<file path="config.mk">
export PLATFORM = sky130hd
export DESIGN_NAME = pcs_top
export DESIGN_NICKNAME = d
export VERILOG_FILES = /design/src/common/pcs_pkg.sv /design/src/rtl/pcs_stack.sv /design/src/rtl/pcs_indirect.sv /design/src/rtl/pcs_top.sv
export VERILOG_INCLUDE_DIRS = /design/src /design/src/common
export SDC_FILE = /design/constraint.sdc
export NUM_CORES = 1
export LEC_CHECK = 0
export BUFFER_PORTS_ARGS = -buffer_cell sky130_fd_sc_hd__clkbuf_2
export CORE_ASPECT_RATIO = 1.25
export CORE_MARGIN = 1.5
export CORE_UTILIZATION = 50
export DETAILED_ROUTE_END_ITERATION = 12
export GPL_TIMING_DRIVEN = 1
export PLACE_DENSITY = 0.73
export SYNTH_ARGS = -nofsm -noshare
export SYNTH_HDL_FRONTEND = slang
export SYNTH_SLANG_ARGS = --single-unit
</file>
<file path="constraint.sdc">
create_clock -name clk -period 4.5 [get_ports clk]
set_input_delay 0.45 -clock clk [delete_from_list [all_inputs] [get_ports clk]]
set_output_delay 0.45 -clock clk [all_outputs]
set_load 0.02 [all_outputs]
</file>
<file path="src/common/pcs_defines.svh">
// constants for the program sequencing and indirect addressing block
`ifndef PCS_DEFINES_SVH
`define PCS_DEFINES_SVH
`define PCS_PC_W        13
`define PCS_STACK_DEPTH 8
`define PCS_SP_W        3
`define PCS_ADDR_W      9
`define PCS_JUMP_W      11
`define PCS_PC_RESET    13'h0000
`define PCS_SP_RESET    3'h0
`define PCS_BYTE_ZERO   8'h00
`define PCS_SP_ONE      3'h1
`define PCS_WINDOW_ADDR 7'h00
`define PCS_WINDOW_REG  9'h000
`define PCS_PC_ONE      13'h0001
`define PCS_MATCH_HI    6
`define PCS_LATCH_HI    4
`define PCS_LATCH_CALL  3
`define PCS_BYTE_HI     7
`define PCS_IRP_BIT     7
`define PCS_REG_PCLOW   9'h002
`define PCS_REG_PTR     9'h004
`define PCS_REG_LATCH   9'h00a
`define PCS_REG_STATUS  9'h003
`endif

</file>
<file path="src/common/pcs_pkg.sv">
// types for the program sequencing and indirect addressing block
package pcs_pkg;
  // sequencing request from instruction decode
  typedef enum logic [5:0] {
    PCS_OP_NONE   = 6'h01,
    PCS_OP_STEP   = 6'h02,
    PCS_OP_JUMP   = 6'h04,
    PCS_OP_CALL   = 6'h08,
    PCS_OP_RETURN = 6'h10,
    PCS_OP_INTR   = 6'h20
  } pcs_op_t;
  typedef struct packed {
    pcs_op_t     op;
    logic [10:0] target;   // call/goto address field
    logic [12:0] vector;   // interrupt vector address
  } pcs_seq_req_t;
  // data-space access from the core
  typedef struct packed {
    logic       wr;
    logic       rd;
    logic [8:0] addr;      // direct bank-resolved address
    logic [7:0] wdata;
  } pcs_acc_t;
  // forwarded access to data memory
  typedef struct packed {
    logic       wr;
    logic       rd;
    logic [8:0] addr;
    logic [7:0] wdata;
  } pcs_mem_t;
endpackage

</file>
<file path="src/rtl/pcs_stack.sv">
// 8-entry circular return stack
`timescale 1ns/1ps
`include "pcs_defines.svh"
module pcs_stack (
  // clock and reset
  input  wire logic        clk,
  input  wire logic        rst,
  // push and pop
  input  wire logic        push,
  input  wire logic        pop,
  input  wire logic [12:0] push_pc,
  output logic      [12:0] top_pc
);
  import pcs_pkg::*;
  typedef struct packed {
    logic [`PCS_STACK_DEPTH-1:0][`PCS_PC_W-1:0] mem;
    logic [`PCS_SP_W-1:0]                       sp;
  } pcs_stack_state_t;
  pcs_stack_state_t st;
  pcs_stack_state_t next_st;
  // pointer wraps silently, nothing reports overflow or underflow
  always_comb begin
    next_st = st;
    if (push) begin
      next_st.mem[st.sp] = push_pc;
      next_st.sp = st.sp + `PCS_SP_ONE;
    end else if (pop) begin
      next_st.sp = st.sp - `PCS_SP_ONE;
    end
  end
  // state register
  always_ff @(posedge clk) begin
    if (rst) begin
      st.sp  <= `PCS_SP_RESET;
      st.mem <= st.mem;
    end else begin
      st <= next_st;
    end
  end
  // entry below the pointer is the most recent push
  assign top_pc = st.mem[st.sp - `PCS_SP_ONE];
endmodule // pcs_stack

</file>
<file path="src/rtl/pcs_indirect.sv">
// indirect address former
`timescale 1ns/1ps
`include "pcs_defines.svh"
module pcs_indirect (
  // pointer and bank
  input  wire logic [7:0] pointer,
  input  wire logic       bank_select,
  // formed address
  output logic      [8:0] ind_addr,
  output logic            self_ref
);
  import pcs_pkg::*;
  // bank bit on top of the pointer
  assign ind_addr = {bank_select, pointer};
  // pointer naming the window again
  assign self_ref = (pointer[`PCS_MATCH_HI:0] == `PCS_WINDOW_ADDR);
endmodule // pcs_indirect

</file>
<file path="src/rtl/pcs_top.sv">
// program counter, return stack and indirect access
//
// Added by the designer: the register addresses and the plain strobed port.
`timescale 1ns/1ps
`include "pcs_defines.svh"
module pcs_top (
  // clock and reset
  input  wire logic               clk,
  input  wire logic               rst,
  // sequencing from decode
  input  pcs_pkg::pcs_seq_req_t   seq_req,
  output logic [12:0]             pc,
  // data access from the core
  input  pcs_pkg::pcs_acc_t       acc,
  output logic [7:0]              rdata,
  output logic                    rdata_valid,
  // data memory side
  output pcs_pkg::pcs_mem_t       mem_req,
  input  wire logic [7:0]         mem_rdata,
  // status register bit from the core
  input  wire logic [7:0]         status_reg,
  // block-held registers seen by the core
  output logic [7:0]              pc_high_holding_latch,
  output logic [7:0]              indirect_pointer
);
  import pcs_pkg::*;

  ////////////////////////////////////////////////////////////////////////////
  // state
  typedef struct packed {
    logic [12:0] pc;
    logic [7:0]  latch;
    logic [7:0]  pointer;
    logic [7:0]  rdata;
    logic        rvalid;
    logic        from_mem;
  } pcs_top_state_t;
  pcs_top_state_t st;
  pcs_top_state_t next_st;

  logic        push;
  logic        pop;
  logic [12:0] top_pc;
  logic [8:0]  ind_addr;
  logic        self_ref;
  logic        hit_window;
  logic        self_hit;
  logic [8:0]  eff_addr;

  // returns true when a bank-resolved address names a given register
  function automatic logic reg_hit(input logic [8:0] a, input logic [8:0] r);
    reg_hit = (a[`PCS_MATCH_HI:0] == r[`PCS_MATCH_HI:0]);
  endfunction

  // low byte write: five latch bits fill the upper counter bits
  function automatic logic [12:0] low_load(input logic [7:0] latch, input logic [7:0] b);
    low_load = {latch[`PCS_LATCH_HI:0], b};
  endfunction

  // call and goto: two latch bits above the eleven-bit field
  function automatic logic [12:0] far_load(input logic [7:0] latch, input logic [10:0] t);
    far_load = {latch[`PCS_LATCH_HI:`PCS_LATCH_CALL], t};
  endfunction

  ////////////////////////////////////////////////////////////////////////////
  // helpers
  pcs_stack u_stack (
    .clk     (clk),
    .rst     (rst),
    .push    (push),
    .pop     (pop),
    .push_pc (st.pc),
    .top_pc  (top_pc)
  );

  pcs_indirect u_ind (
    .pointer     (st.pointer),
    .bank_select (status_reg[`PCS_IRP_BIT]),
    .ind_addr    (ind_addr),
    .self_ref    (self_ref)
  );

  // stack actions from the sequencing request
  assign push = (seq_req.op == PCS_OP_CALL) || (seq_req.op == PCS_OP_INTR);
  assign pop  = (seq_req.op == PCS_OP_RETURN);
  assign hit_window = reg_hit(acc.addr, `PCS_WINDOW_REG);
  // window self-reference and the address every access resolves to
  assign self_hit   = hit_window && self_ref;
  assign eff_addr   = hit_window ? ind_addr : acc.addr;

  ////////////////////////////////////////////////////////////////////////////
  // next-state logic
  always_comb begin
    next_st          = st;
    next_st.rvalid   = acc.rd;
    next_st.from_mem = 1'b0;
    next_st.rdata    = `PCS_BYTE_ZERO;
    // program counter sequencing, latch untouched by stack moves
    case (seq_req.op)
      PCS_OP_STEP:   next_st.pc = st.pc + `PCS_PC_ONE;
      PCS_OP_JUMP,
      PCS_OP_CALL:   next_st.pc = far_load(st.latch, seq_req.target);
      PCS_OP_RETURN: next_st.pc = top_pc;
      PCS_OP_INTR:   next_st.pc = seq_req.vector;
      default:       next_st.pc = st.pc;
    endcase
    // register writes; a self-pointing window write stores nothing
    if (acc.wr && !self_hit) begin
      if (reg_hit(eff_addr, `PCS_REG_PCLOW)) begin
        next_st.pc = low_load(st.latch, acc.wdata);
      end else if (reg_hit(eff_addr, `PCS_REG_PTR)) begin
        next_st.pointer = acc.wdata;
      end else if (reg_hit(eff_addr, `PCS_REG_LATCH)) begin
        next_st.latch = acc.wdata;
      end
    end
    // register reads; self-pointing window answers zero
    if (acc.rd) begin
      if (self_hit) begin
        next_st.rdata = `PCS_BYTE_ZERO;
      end else if (reg_hit(eff_addr, `PCS_REG_PCLOW)) begin
        next_st.rdata = st.pc[`PCS_BYTE_HI:0];
      end else if (reg_hit(eff_addr, `PCS_REG_PTR)) begin
        next_st.rdata = st.pointer;
      end else if (reg_hit(eff_addr, `PCS_REG_LATCH)) begin
        next_st.rdata = st.latch;
      end else begin
        next_st.from_mem = 1'b1;
      end
    end
  end

  ////////////////////////////////////////////////////////////////////////////
  // state register
  always_ff @(posedge clk) begin
    if (rst) begin
      st.pc       <= `PCS_PC_RESET;
      st.latch    <= `PCS_BYTE_ZERO;
      st.pointer  <= `PCS_BYTE_ZERO;
      st.rdata    <= `PCS_BYTE_ZERO;
      st.rvalid   <= 1'b0;
      st.from_mem <= 1'b0;
    end else begin
      st <= next_st;
    end
  end

  ////////////////////////////////////////////////////////////////////////////
  // data memory forwarding, window redirected through the pointer
  always_comb begin
    mem_req.addr  = eff_addr;
    mem_req.wdata = acc.wdata;
    mem_req.rd    = acc.rd && !self_hit;
    mem_req.wr    = acc.wr && !self_hit;
  end

  // outputs
  assign pc                    = st.pc;
  assign rdata                 = st.from_mem ? mem_rdata : st.rdata;
  assign rdata_valid           = st.rvalid;
  assign pc_high_holding_latch = st.latch;
  assign indirect_pointer      = st.pointer;
endmodule // pcs_top

</file>
Yosys cells after proc, flatten, opt, wreduce, memory -nomap -nowiden. Cells that the tools add are included.

Flip-flop bits (word level): 146. Input bits: 67. Word-level logic and storage cells: 68.

$add $sub $neg: 3. Magnitude comparators: 3. Equal/unequal tests: 8. Muxes and demuxes: 20. Bitwise gates (word level): 4. Reductions and logical operators: 15.

Operators with widths (number): $bwmux 104 (1); $mux 8 (7); $pmux 13 s4 (1); $bmux 13 s3 (1); $demux 13 s3 (1); $mux 13 (3); $mux 29 (1); $mux 16 (1); $logic_not 7->1 (2); $add 13x1->13 const B (1); $mux 9 (1); $lt 3x4->1 const B (2); $eq 7x2->1 const B (1); $eq 7x3->1 const B (1); $eq 7x4->1 const B (1); $eq 6x2->1 const B (1); $eq 6x3->1 const B (1); $eq 6x4->1 const B (1); $eq 6x5->1 const B (1); $eq 6x6->1 const B (1); $mux 3 (2); $reduce_or 5->1 (1); $logic_and 1x1->1 (4); $not 1->1 (4); 12 further kinds (12).

Logic depth before layout (Yosys ltp). Gate-level depths: netlist of the first run.

Word-level depth: 7. Gate-level depth with buffers: 12. Mapped depth without buffers: 7.

Modules after synthesis. Synthesis of the first run repeated with hierarchy kept, for this count alone.

Cell total of the unflattened synthesis: 627. Area, all modules: 7253.2 µm².

By module, submodules not included: pcs_stack (instances 1, cells an instance 272, area an instance 4352.9 µm², seq. area each 3183.1 µm²); pcs_top (instances 1, cells an instance 344, area an instance 2812.7 µm², seq. area each 780.7 µm²); pcs_indirect (instances 1, cells an instance 11, area an instance 87.6 µm², seq. area each 0.0 µm²).

Worst setup path before layout of the first run. OpenSTA, ideal clock, no wires.

Kind: reg-to-reg. Start point: register u_stack.st[0] (netlist bit). End point: register pc[4] (netlist name). Data arrival time: 2.856 ns. Path slack: 1.520 ns. Cell stages (with the launch flop): 12. Path buffers: 4. Cells stage by stage: dfxtp_1 buf_2 buf_2 inv_1 ha_1 clkbuf_1 buf_2 mux4_2 mux2_2 a222oi_1 o21a_1 a21oi_1.

Word-level cells in the longest chain between the ends: 6.

Ends and longest elaborated chain: from (decl) (RTL line pcs_stack.sv:19) `pcs_stack_state_t st;`; from (signal assigned) (RTL line pcs_stack.sv:37) `st <= next_st;`; $sub 3x1->3 (no source line) *; $bmux 13 s3 * (RTL line pcs_stack.sv:41) `` assign top_pc = st.mem[st.sp - `PCS_SP_ONE]; ``; $mux 13 * (RTL line pcs_stack.sv:41); $pmux 13 s4 * (RTL line pcs_top.sv:99) `case (seq_req.op)`; $mux 13 (RTL line pcs_top.sv:109) `` if (reg_hit(eff_addr, `PCS_REG_PCLOW)) begin ``; $mux 29 * (RTL line pcs_top.sv:108) `if (acc.wr && !self_hit) begin`.

Mark *: on every way between the ends. The rest lies on a longest branch, timed or not. The select of a mux whose other input is x is not followed. A chain may end at the register's enable or synchronous reset.

Worst setup path in the final report of the first run.
Start point: register u_stack.st[0] (netlist bit). End point: register pc[7] (netlist name).

Word-level cells in the longest chain between the ends: 6.

Ends and longest elaborated chain (RTL line): $sub 3x1->3 (no source line) *; $bmux 13 s3 * (pcs_stack.sv:41); $mux 13 * (pcs_stack.sv:41); $pmux 13 s4 * (pcs_top.sv:99); $mux 13 (pcs_top.sv:109); $mux 29 * (pcs_top.sv:108).

Marked as above.

==> results of run 1 <==
## per-layer routing
metal	vias to the layer above	global-route usage, %	part of all wire, %
li1	2229	-	-
met3	31	4.58	6.5
met4	0	9.87	2.2
met5	-	0	0
met2	235	43.5	52
met1	2441	31.2	39
## placed cells by master (no fill, tap or decap), drive strengths merged, types with 5 or more instances in the layout
master,n
nand3,16
nor3,20
mux2i,17
a2bb2oi,9
clkbuf,134
mux2,14
inv,12
buf,14
xor2,7
or3,5
a21oi,12
mux4,26
nand4,11
o31ai,11
nor4,10
nand2,25
dfxtp,42
edfxtp,104
a31oi,7
nor2,57
and2,6
o22ai,6
## sequential cells by signal, summed over array words and instances, names as in the netlist
| name | cells |
|---|---|
| indirect_pointer | 8 |
| rdata_valid | 1 |
| pc_high_holding_latch | 8 |
| st | 9 |
| u_stack.st | 107 |
| pc | 13 |
## through the flow
stage          std cells  total power, mW  utilization (%)  hold slack [ns]
2_1_floorplan        541             1.60                -            0.485
3_3_place_gp         778             1.68             55.5            0.522
3_5_place_dp         778             1.68             55.5            0.539
4_1_cts              810             3.12             60.1            0.299
5_1_grt              810             3.20             60.1            0.333
6_report             810             3.12             60.1            0.318
## logic make-up (layout without fill, tap and decap cells)
| family | Yosys count | in the layout | synth area share, % |
|---|---|---|---|
| AOI/OAI and AO/OA | 84 | 84 | 9.15 |
| xor gates and xnor gates | 11 | 11 | 1.39 |
| adders and majority gates | 3 | 3 | 0.541 |
| buffers and inverters | 74 | 172 | 6.38 |
| DFF | 146 | 146 | 57.1 |
| muxes | 57 | 57 | 13.2 |
| and+or+nand+nor | 166 | 166 | 12.3 |
## worst register-to-register path: stages, from the launching register on
cell	delay [ns]
dfxtp_2	1.02
inv_1	0.16
ha_1	0.35
buf_4	0.28
mux4_2	0.37
nand2_1	0.09
a21oi_1	0.07
a2111oi_0	0.60
a21oi_1	0.14
## power breakdown
part / total (mW) / internal (mW) / leakage (nW) / switching, mW
registers: 1.46 / 1.44 / 1.32 / 0.0223
logic: 0.194 / 0.0812 / 1.31 / 0.113
clock network: 1.47 / 0.926 / 0.292 / 0.540
total: 3.12 / 2.44 / 2.92 / 0.676
## synthesized netlist by cell type (5+ instances only)
cell	number	area share (%)
edfxtp_1	104	45
nor2_1	56	3.0
dfxtp_1	42	12
buf_4	39	4.2
mux4_2	26	8.4
nand2_1	25	1.4
nor3_1	19	1.4
mux2i_1	17	2.5
nand3_1	16	1.2
clkbuf_1	15	0.81
mux2_2	14	2.3
a21oi_1	12	0.86
nand4_1	11	0.99
o31ai_1	11	1.2
inv_1	10	0.54
a2bb2oi_1	9	1.1
buf_2	9	0.65
a31oi_1	7	0.63
nor4_1	7	0.63
xor2_1	7	0.88
and2_1	6	0.54
o22ai_1	6	0.54
or3_1	5	0.45
## layout make-up
cell class	instances	area (um^2)
timing repair buffer	130	686
inverter	10	37.5
sequential	146	3970
clock buffer	18	429
fill	1049	5350
tap	171	214
clock inverter	14	188
multi-input combinational	321	2540
## how the worst max path moves through the flow
stage                     cells past startpoint  slack (ns)          start             end
after floorplan                              11        1.52  u_stack.st[0]           pc[4]
after global placement                        7        1.38  u_stack.st[0]          pc[11]
after detailed placement                      6        1.32    seq_req[24]  u_stack.st[29]
after CTS                                     8        1.32  u_stack.st[0]           pc[7]
after global routing                          8        0.99  u_stack.st[0]           pc[6]
final                                         8        1.29  u_stack.st[0]           pc[7]
==> results.ini, run 1 <==
[die]
io_pins = 124
placement_rows = 47
die_h_um = 135
fp.dieArea_mm2 = 0.0146
die_w_um = 108
core_mm2 = 0.0134
initial_core_util_pct = 51.8

[power_and_ir_drop]
p_per_area_mw_per_mm2 = 387
p_leak_nw = 2.92
worst_ir_drop_vdd_mv = 0.217

[logic_synthesis]
ys_warn_count = 0
synth_area_mm2 = 0.00694
syn_avg_cell_area_um2 = 12.8
synth_cell_types = 61
yosysSeqAreaShare_pct = 57.1
synth-edff-count = 104
synthFlopType = edfxtp_1
async_flop_share_pct = 0
ys_ff_latch = 146
syn_nets = 611
synthCells = 541

[timing]
timing_hold_violations_final = 0
min_period_over_period_pct = 71.3
fin_tns_setup_ns = 0
finalWorstSetupSlack_ns = 1.29
clock.fmax_ghz = 0.312
finalSetupViolCount = 0
maxSlewViolCount = 0
post-route-min-period_ns = 3.21
tightest_slew_ns = 1.05
timing.slew.headroom_pct = 30.1
rsz0062_at_grt = false
finClkSkew_ns = 0.00927

[worst_setup_path]
crit_path_start_kind = flop
endpoint_kind = flop
reg2reg_depth = 8
r2r_slack_ns = 1.29
critical_path.most_common_cell = a21oi_1
crit_required_ns = 4.79
arrival_ns = 3.49
criticalPathCategory = flop to flop
path_cells = inv_1, ha_1, buf_4, mux4_2, nand2_1, a21oi_1, a2111oi_0, a21oi_1
slowest_stage = dfxtp_2
worst-path-max-fanout = 30
r2r-end = pc[7]
max_stage_delay_ns = 1.02
cp_num_buf_inv = 2
critPathTopFamily = flip-flops
reg2reg_from = u_stack.st[0]

[global_route]
grt_pass1_vias = 4835
antenna_found_initial = 0
grt.overflow.total = 0
grt_pass1_wl_um = 26800
grt_max_degree = 31
track_usage_pct = 25.2

[clock_network]
cts_sinks = 146
cts_tree = done
clkLatencyLatePin_ns = 0.42
cts_resized = 0
htree_levels = 4
clockBufferDepth = 2
numCtsBuffers = 17
root_buffer = clkbuf_16
post_cts_buffers = 0
clk_pin_slew_ns = 0.06
holdBufCountCts = 0

[placed_design]
place_area_mm2 = 0.00744
io_buffers = 116
place.detailed.hpwl_um = 12400
gp_congestion = 0.828
place_ws_ns = 1.32

[finish]
fin_nets = 696
antenna_cells = 0
drive_gt1_share_pct = 33.0
syn_to_final_growth_pct = 16.0
final_cell_area_mm2 = 0.00806

[min_path]
hold_depth = 2
min_from = acc[17]
whs_endpoint = rdata_valid
hold_class = primary input to flop

[drt]
routed_wirelength_um = 17500
drt_iter0_markers = 495
drc = 0
ant_nets = 0
wl_per_cell_um = 21.6
drt_pre_antenna_iters = 5
vias = 4936
routed_via_density = 6.09

[outcome]
status = finished clean

[job]
cap_viol_max_count = 0

Note: power is estimated with default switching activity, not from simulation.
==> run 2, diff against run 1 <==
- PLACE_DENSITY: 0.73 -> 0.75
- clock period: 4.5 -> 2.74 ns (I/O delays scaled with it)
==> results.ini, run 2 (same netlist as run 1, synthesis figures left out) <==
[outcome]
status = finished clean

[die]
initial_core_util_pct = 51.8  ; unchanged
placement_rows = 47  ; unchanged
io_pins = 124  ; unchanged
fp.dieArea_mm2 = 0.0146  ; unchanged
core_mm2 = 0.0134  ; unchanged
die_h_um = 135  ; unchanged
die_w_um = 108  ; unchanged

[drt]
drc = 0  ; unchanged
drt_iter0_markers = 407  ; -18%
ant_nets = 0  ; unchanged
vias = 5031  ; +1.9%
wl_met2_um = 8760  ; -3.4%
wl_per_cell_um = 21.2  ; -2.0%
routed_wirelength_um = 17600  ; +0.93%
drt_pre_antenna_iters = 5  ; unchanged
met1_length_um = 7080  ; +2.7%
top_layer = met4
met3WireLength_um = 1310  ; +16%
routed_via_density = 6.03  ; -1.0%

[worst_setup_path]
criticalPathCategory = flop to flop
reg2reg_from = u_stack.st[1]
arrival_ns = 2.81  ; -0.68 ns
critPathTopFamily = compound AO/OA/AOI/OAI gates
worst-path-max-fanout = 8  ; -73%
max_stage_delay_ns = 0.49  ; -0.53 ns
slowest_stage = a222oi_1
startpoint = u_stack.st[1]
path_cells = inv_1, ha_1, buf_4, mux4_2, mux2_2, a222oi_1, o21a_1, a21oi_1
cp_num_buf_inv = 2  ; unchanged
crit_path_start_kind = flop
endpoint_kind = flop
crit_required_ns = 3.03  ; -1.76 ns

[global_route]
grt_max_degree = 26  ; -16%
track_usage_pct = 25.3  ; +0.11 points
grt_pass1_vias = 4903  ; +1.4%
grt.overflow.total = 0  ; unchanged
grt_pass1_wl_um = 27100  ; +1.1%
antenna_found_initial = 0  ; unchanged

[timing]
timing.slew.headroom_pct = 50.3  ; +20 points
fin_tns_setup_ns = 0  ; unchanged
finalSetupViolCount = 0  ; unchanged
clock.fmax_ghz = 0.397  ; +27%
finalWorstSetupSlack_ns = 0.218  ; -1.07 ns
post-route-min-period_ns = 2.52  ; -0.687 ns
finClkSkew_ns = 0.00668  ; -0.00259 ns
maxSlewViolCount = 0  ; unchanged
timing_hold_violations_final = 0  ; unchanged
holdWs_ns = 0.120  ; -0.198 ns
rsz0062_at_grt = false
min_period_over_period_pct = 92.0  ; +21 points
tightest_slew_ns = 0.743  ; -0.307 ns

[placed_design]
place.detailed.hpwl_um = 12600  ; +1.6%
gp_congestion = 0.948  ; +14%
io_buffers = 116  ; unchanged
place_ws_ns = 0.255  ; -1.07 ns

[finish]
syn_to_final_growth_pct = 18.3
reg.largest.list = u_stack.st: 107 flops, pc: 13 flops, st: 9 flops
final_cell_mix = 118 x clkbuf_2, 104 x edfxtp_1, 56 x nor2_1
largest_reg_flops = 107  ; unchanged
regMostFlops = u_stack.st
post-route-util_pct = 61.2  ; +1.2 points
mostFrequentLayoutCell = clkbuf_2
fillers = 1033  ; -1.5%
fin_nets = 720  ; +3.4%
antenna_cells = 0  ; unchanged
drive_gt1_share_pct = 35.3  ; +2.3 points

[clock_network]
cts_sinks = 146  ; unchanged
clockBufferDepth = 2  ; unchanged
root_buffer = clkbuf_16
cts_resized = 0  ; unchanged
post_cts_buffers = 0  ; unchanged
cts_tree = done
holdBufCountCts = 0  ; unchanged
clk_pin_slew_ns = 0.06  ; about the same
htree_levels = 4  ; unchanged
clkLatencyLatePin_ns = 0.41  ; about the same
numCtsBuffers = 17  ; unchanged

[power_and_ir_drop]
p_leak_nw = 3.06  ; +4.5%
p_per_area_mw_per_mm2 = 606  ; +57%
worst_ir_drop_vdd_mv = 0.407  ; +88%

[job]
cap_viol_max_count = 0  ; unchanged

[min_path]
hold_class = primary input to flop
min_from = rst

-- run 2: cell count changes in the layout (fill, tap and decap cells not counted), sizes merged --
| cell | previous run | this run |
|---|---|---|
| clkinv | 4 | 2 |
| clkbuf | 134 | 143 |
| inv | 12 | 13 |
| buf | 14 | 38 |
| bufinv | 4 | 0 |
| clkinvlp | 4 | 0 |
-- run 2: layer usage --
layer	vias to the layer above	global-route usage (%)
li1	2280	-
met1	2464	33.6
met2	257	41.0
met3	30	4.34
met4	0	11.1
met5	-	0
-- run 2: worst paths after layout --
check	slack [ns]	end	cells after the start
max	0.22	pc[4]	8
min	0.12	u_stack.st[2]	2
max reg2reg	0.22	pc[4]	8
min reg2reg	0.54	pc_high_holding_latch[5]	2
-- run 2: area by class of cell --
class,instances,area (um^2),area share (%)
repair buffers,154,866,10.5
clock inverters,5,32.5,0.396
flip-flops and latches,146,3970,48.3
multi-input cells,321,2540,30.9
clock buffers,27,559,6.81
well taps,171,214,2.61
inverters,10,37.5,0.457
-- run 2: through the flow --
stage               area [um^2]  std cells  total power [mW]
floorplan                  6950        541              2.64
global placement           7620        802              2.77
detailed placement         7620        802              2.77
CTS                        8210        834              5.00
global route               8210        834              5.12
finish                     8210        834              4.98
-- run 2: power by group --
part           switching (mW)  internal, mW
clock network           0.843          1.40
logic                   0.208         0.145
registers              0.0188          2.36
==> run 3, diff against run 2 <==
- CORE_UTILIZATION: 50 -> 45
- PLACE_DENSITY: 0.75 -> 0.69
==> results.ini, run 3 (same netlist as run 1, synthesis figures left out) <==
[outcome]
status = finished clean

[placed_design]
place.detailed.hpwl_um = 13000  ; +3.2%
gp_congestion = 0.884  ; -6.7%
io_buffers = 116  ; unchanged
dp_cells = 807  ; +0.62%

[drt]
vias = 5049  ; +0.36%
wl_met2_um = 9430  ; +7.6%
drt_pre_antenna_iters = 5  ; unchanged
routed_wirelength_um = 18500  ; +5.0%
ant_nets = 0  ; unchanged
top_layer = met4
routed_via_density = 6.03  ; about the same
met3WireLength_um = 1280  ; -2.4%
drc = 0  ; unchanged
met1_length_um = 7010  ; -1.1%
wl_per_cell_um = 22.1  ; +4.6%
drt_iter0_markers = 410  ; +0.74%

[worst_setup_path]
criticalPathCategory = flop to flop
reg2reg_from = u_stack.st[1]
worst-path-max-fanout = 20  ; +12
endpoint_kind = flop
r2r-end = pc[7]
r2r_slack_ns = 0.17  ; -0.04 ns
crit_required_ns = 3.03  ; about the same
reg2reg_depth = 9  ; +1
arrival_ns = 2.86  ; +0.05 ns
crit_path_start_kind = flop

[finish]
largest_reg_flops = 107  ; unchanged
reg.largest.list = u_stack.st: 107 flops, pc: 13 flops, st: 9 flops
syn_to_final_growth_pct = 17.9
final_cell_mix = 116 x clkbuf_2, 104 x edfxtp_1, 56 x nor2_1
fillers = 1253  ; +21%
regMostFlops = u_stack.st
antenna_cells = 0  ; unchanged
stdcell_count = 837  ; +0.36%
fin_nets = 714  ; -0.83%
drive_gt1_share_pct = 34.2  ; -1.1 points
mostFrequentLayoutCell = clkbuf_2

[clock_network]
numCtsBuffers = 17  ; unchanged
cts_sinks = 146  ; unchanged
cts_tree = done
clockBufferDepth = 2  ; unchanged
cts_resized = 0  ; unchanged
htree_levels = 4  ; unchanged
post_cts_buffers = 0  ; unchanged
clk_pin_slew_ns = 0.06  ; about the same
root_buffer = clkbuf_16
clkLatencyLatePin_ns = 0.42  ; about the same
holdBufCountCts = 0  ; unchanged

[timing]
finalSetupViolCount = 0  ; unchanged
timing_hold_violations_final = 0  ; unchanged
clock.fmax_ghz = 0.390  ; -1.7%
tightest_slew_ns = 0.811  ; +0.0687 ns
holdWs_ns = 0.127  ; +0.00658 ns
post-route-min-period_ns = 2.57  ; +0.0439 ns
timing.slew.headroom_pct = 45.8  ; -4.5 points
min_period_over_period_pct = 93.6  ; +1.6 points
finClkSkew_ns = 0.00852  ; +0.00184 ns
maxSlewViolCount = 0  ; unchanged
fin_tns_setup_ns = 0  ; unchanged
rsz0062_at_grt = false

[min_path]
min_from = acc[17]
whs_endpoint = rdata_valid
hold_depth = 2  ; unchanged
hold_class = primary input to flop

[global_route]
grt_max_degree = 23  ; -12%
grt_pass1_vias = 5068  ; +3.4%
track_usage_pct = 23.6  ; -1.7 points
grt_pass1_wl_um = 27900  ; +3.0%
grt.overflow.total = 0  ; unchanged
antenna_found_initial = 0  ; unchanged

[power_and_ir_drop]
p_seq_share_pct = 46.8  ; -1.0 points
swShare_pct = 21.1  ; -0.38 points
p_leak_nw = 3.01  ; -1.6%
worst_ir_drop_vdd_mv = 0.408  ; +0.23%
p_per_area_mw_per_mm2 = 621  ; +2.5%
clkPwrFrac_pct = 46.3  ; +1.2 points
intPower_mw = 4.01  ; +2.7%
combinationalPowerShare_pct = 6.9  ; -0.2 points
p_total_mw = 5.09  ; +2.2%
p_sw_mw = 1.07  ; +0.36%

[die]
die_h_um = 142  ; +5.3%
placement_rows = 50  ; +6.4%
die_w_um = 114  ; +5.3%
fp.dieArea_mm2 = 0.0162  ; +11%
core_mm2 = 0.0150  ; +12%
io_pins = 124  ; unchanged
initial_core_util_pct = 46.3  ; -5.5 points

[job]
cap_viol_max_count = 0  ; unchanged

[run 3: through the flow]
| stage | utilization, % | area, um^2 | setup WS [ns] |
|---|---|---|---|
| 6_report | 54.5 | 8190 | 0.174 |
| 5_1_grt | 54.5 | 8190 | 0.00492 |
| 4_1_cts | 54.5 | 8190 | 0.109 |
| 3_5_place_dp | 50.5 | 7590 | 0.122 |
| 3_3_place_gp | 50.5 | 7590 | 0.160 |
| 2_1_floorplan | - | 6950 | 0.0877 |
[run 3: final cells by class]
cell class / count / area, um^2 / share of cell area, %
sequential: 146 / 3970 / 48.4
timing repair buffer: 148 / 821 / 10.0
clock inverter: 10 / 161 / 1.97
tap: 182 / 228 / 2.78
multi-input combinational: 321 / 2540 / 31.0
inverter: 10 / 37.5 / 0.458
clock buffer: 20 / 437 / 5.33
[run 3: power groups by stage]
stage | combinational (mW) | sequential [mW] | clock (mW)
finish | 0.353 | 2.38 | 2.35
global route | 0.377 | 2.38 | 2.47
global placement | 0.346 | 2.42 | 0
detailed placement | 0.350 | 2.43 | 0
CTS | 0.352 | 2.38 | 2.38
floorplan | 0.216 | 2.42 | 0
[run 3: worst max path at each step]
stage                       start  cells after the start  slack, ns     to
finish              u_stack.st[1]                      9       0.17  pc[7]
floorplan           u_stack.st[0]                     11       0.09  pc[4]
global route        u_stack.st[1]                      9      0.005  pc[7]
global placement    u_stack.st[1]                      9       0.16  pc[7]
detailed placement  u_stack.st[1]                      9       0.12  pc[7]
CTS                 u_stack.st[1]                      9       0.11  pc[7]
[run 3: worst max-delay path, cell delays in order, from the launching register on]
cell and delay [ns]:
dfxtp_1 0.44, inv_1 0.10, ha_1 0.31, buf_4 0.30, mux4_2 0.36, nand2_1 0.08, a21oi_1 0.08, a2111oi_1 0.51
buf_4 0.20, a21oi_1 0.05
[run 3: per-layer routing]
metal | up-vias | GRT usage [%]
met2 | 261 | 40.5
li1 | 2274 | -
met3 | 56 | 4.91
met5 | - | 0
met1 | 2458 | 27.6
met4 | 0 | 12.9
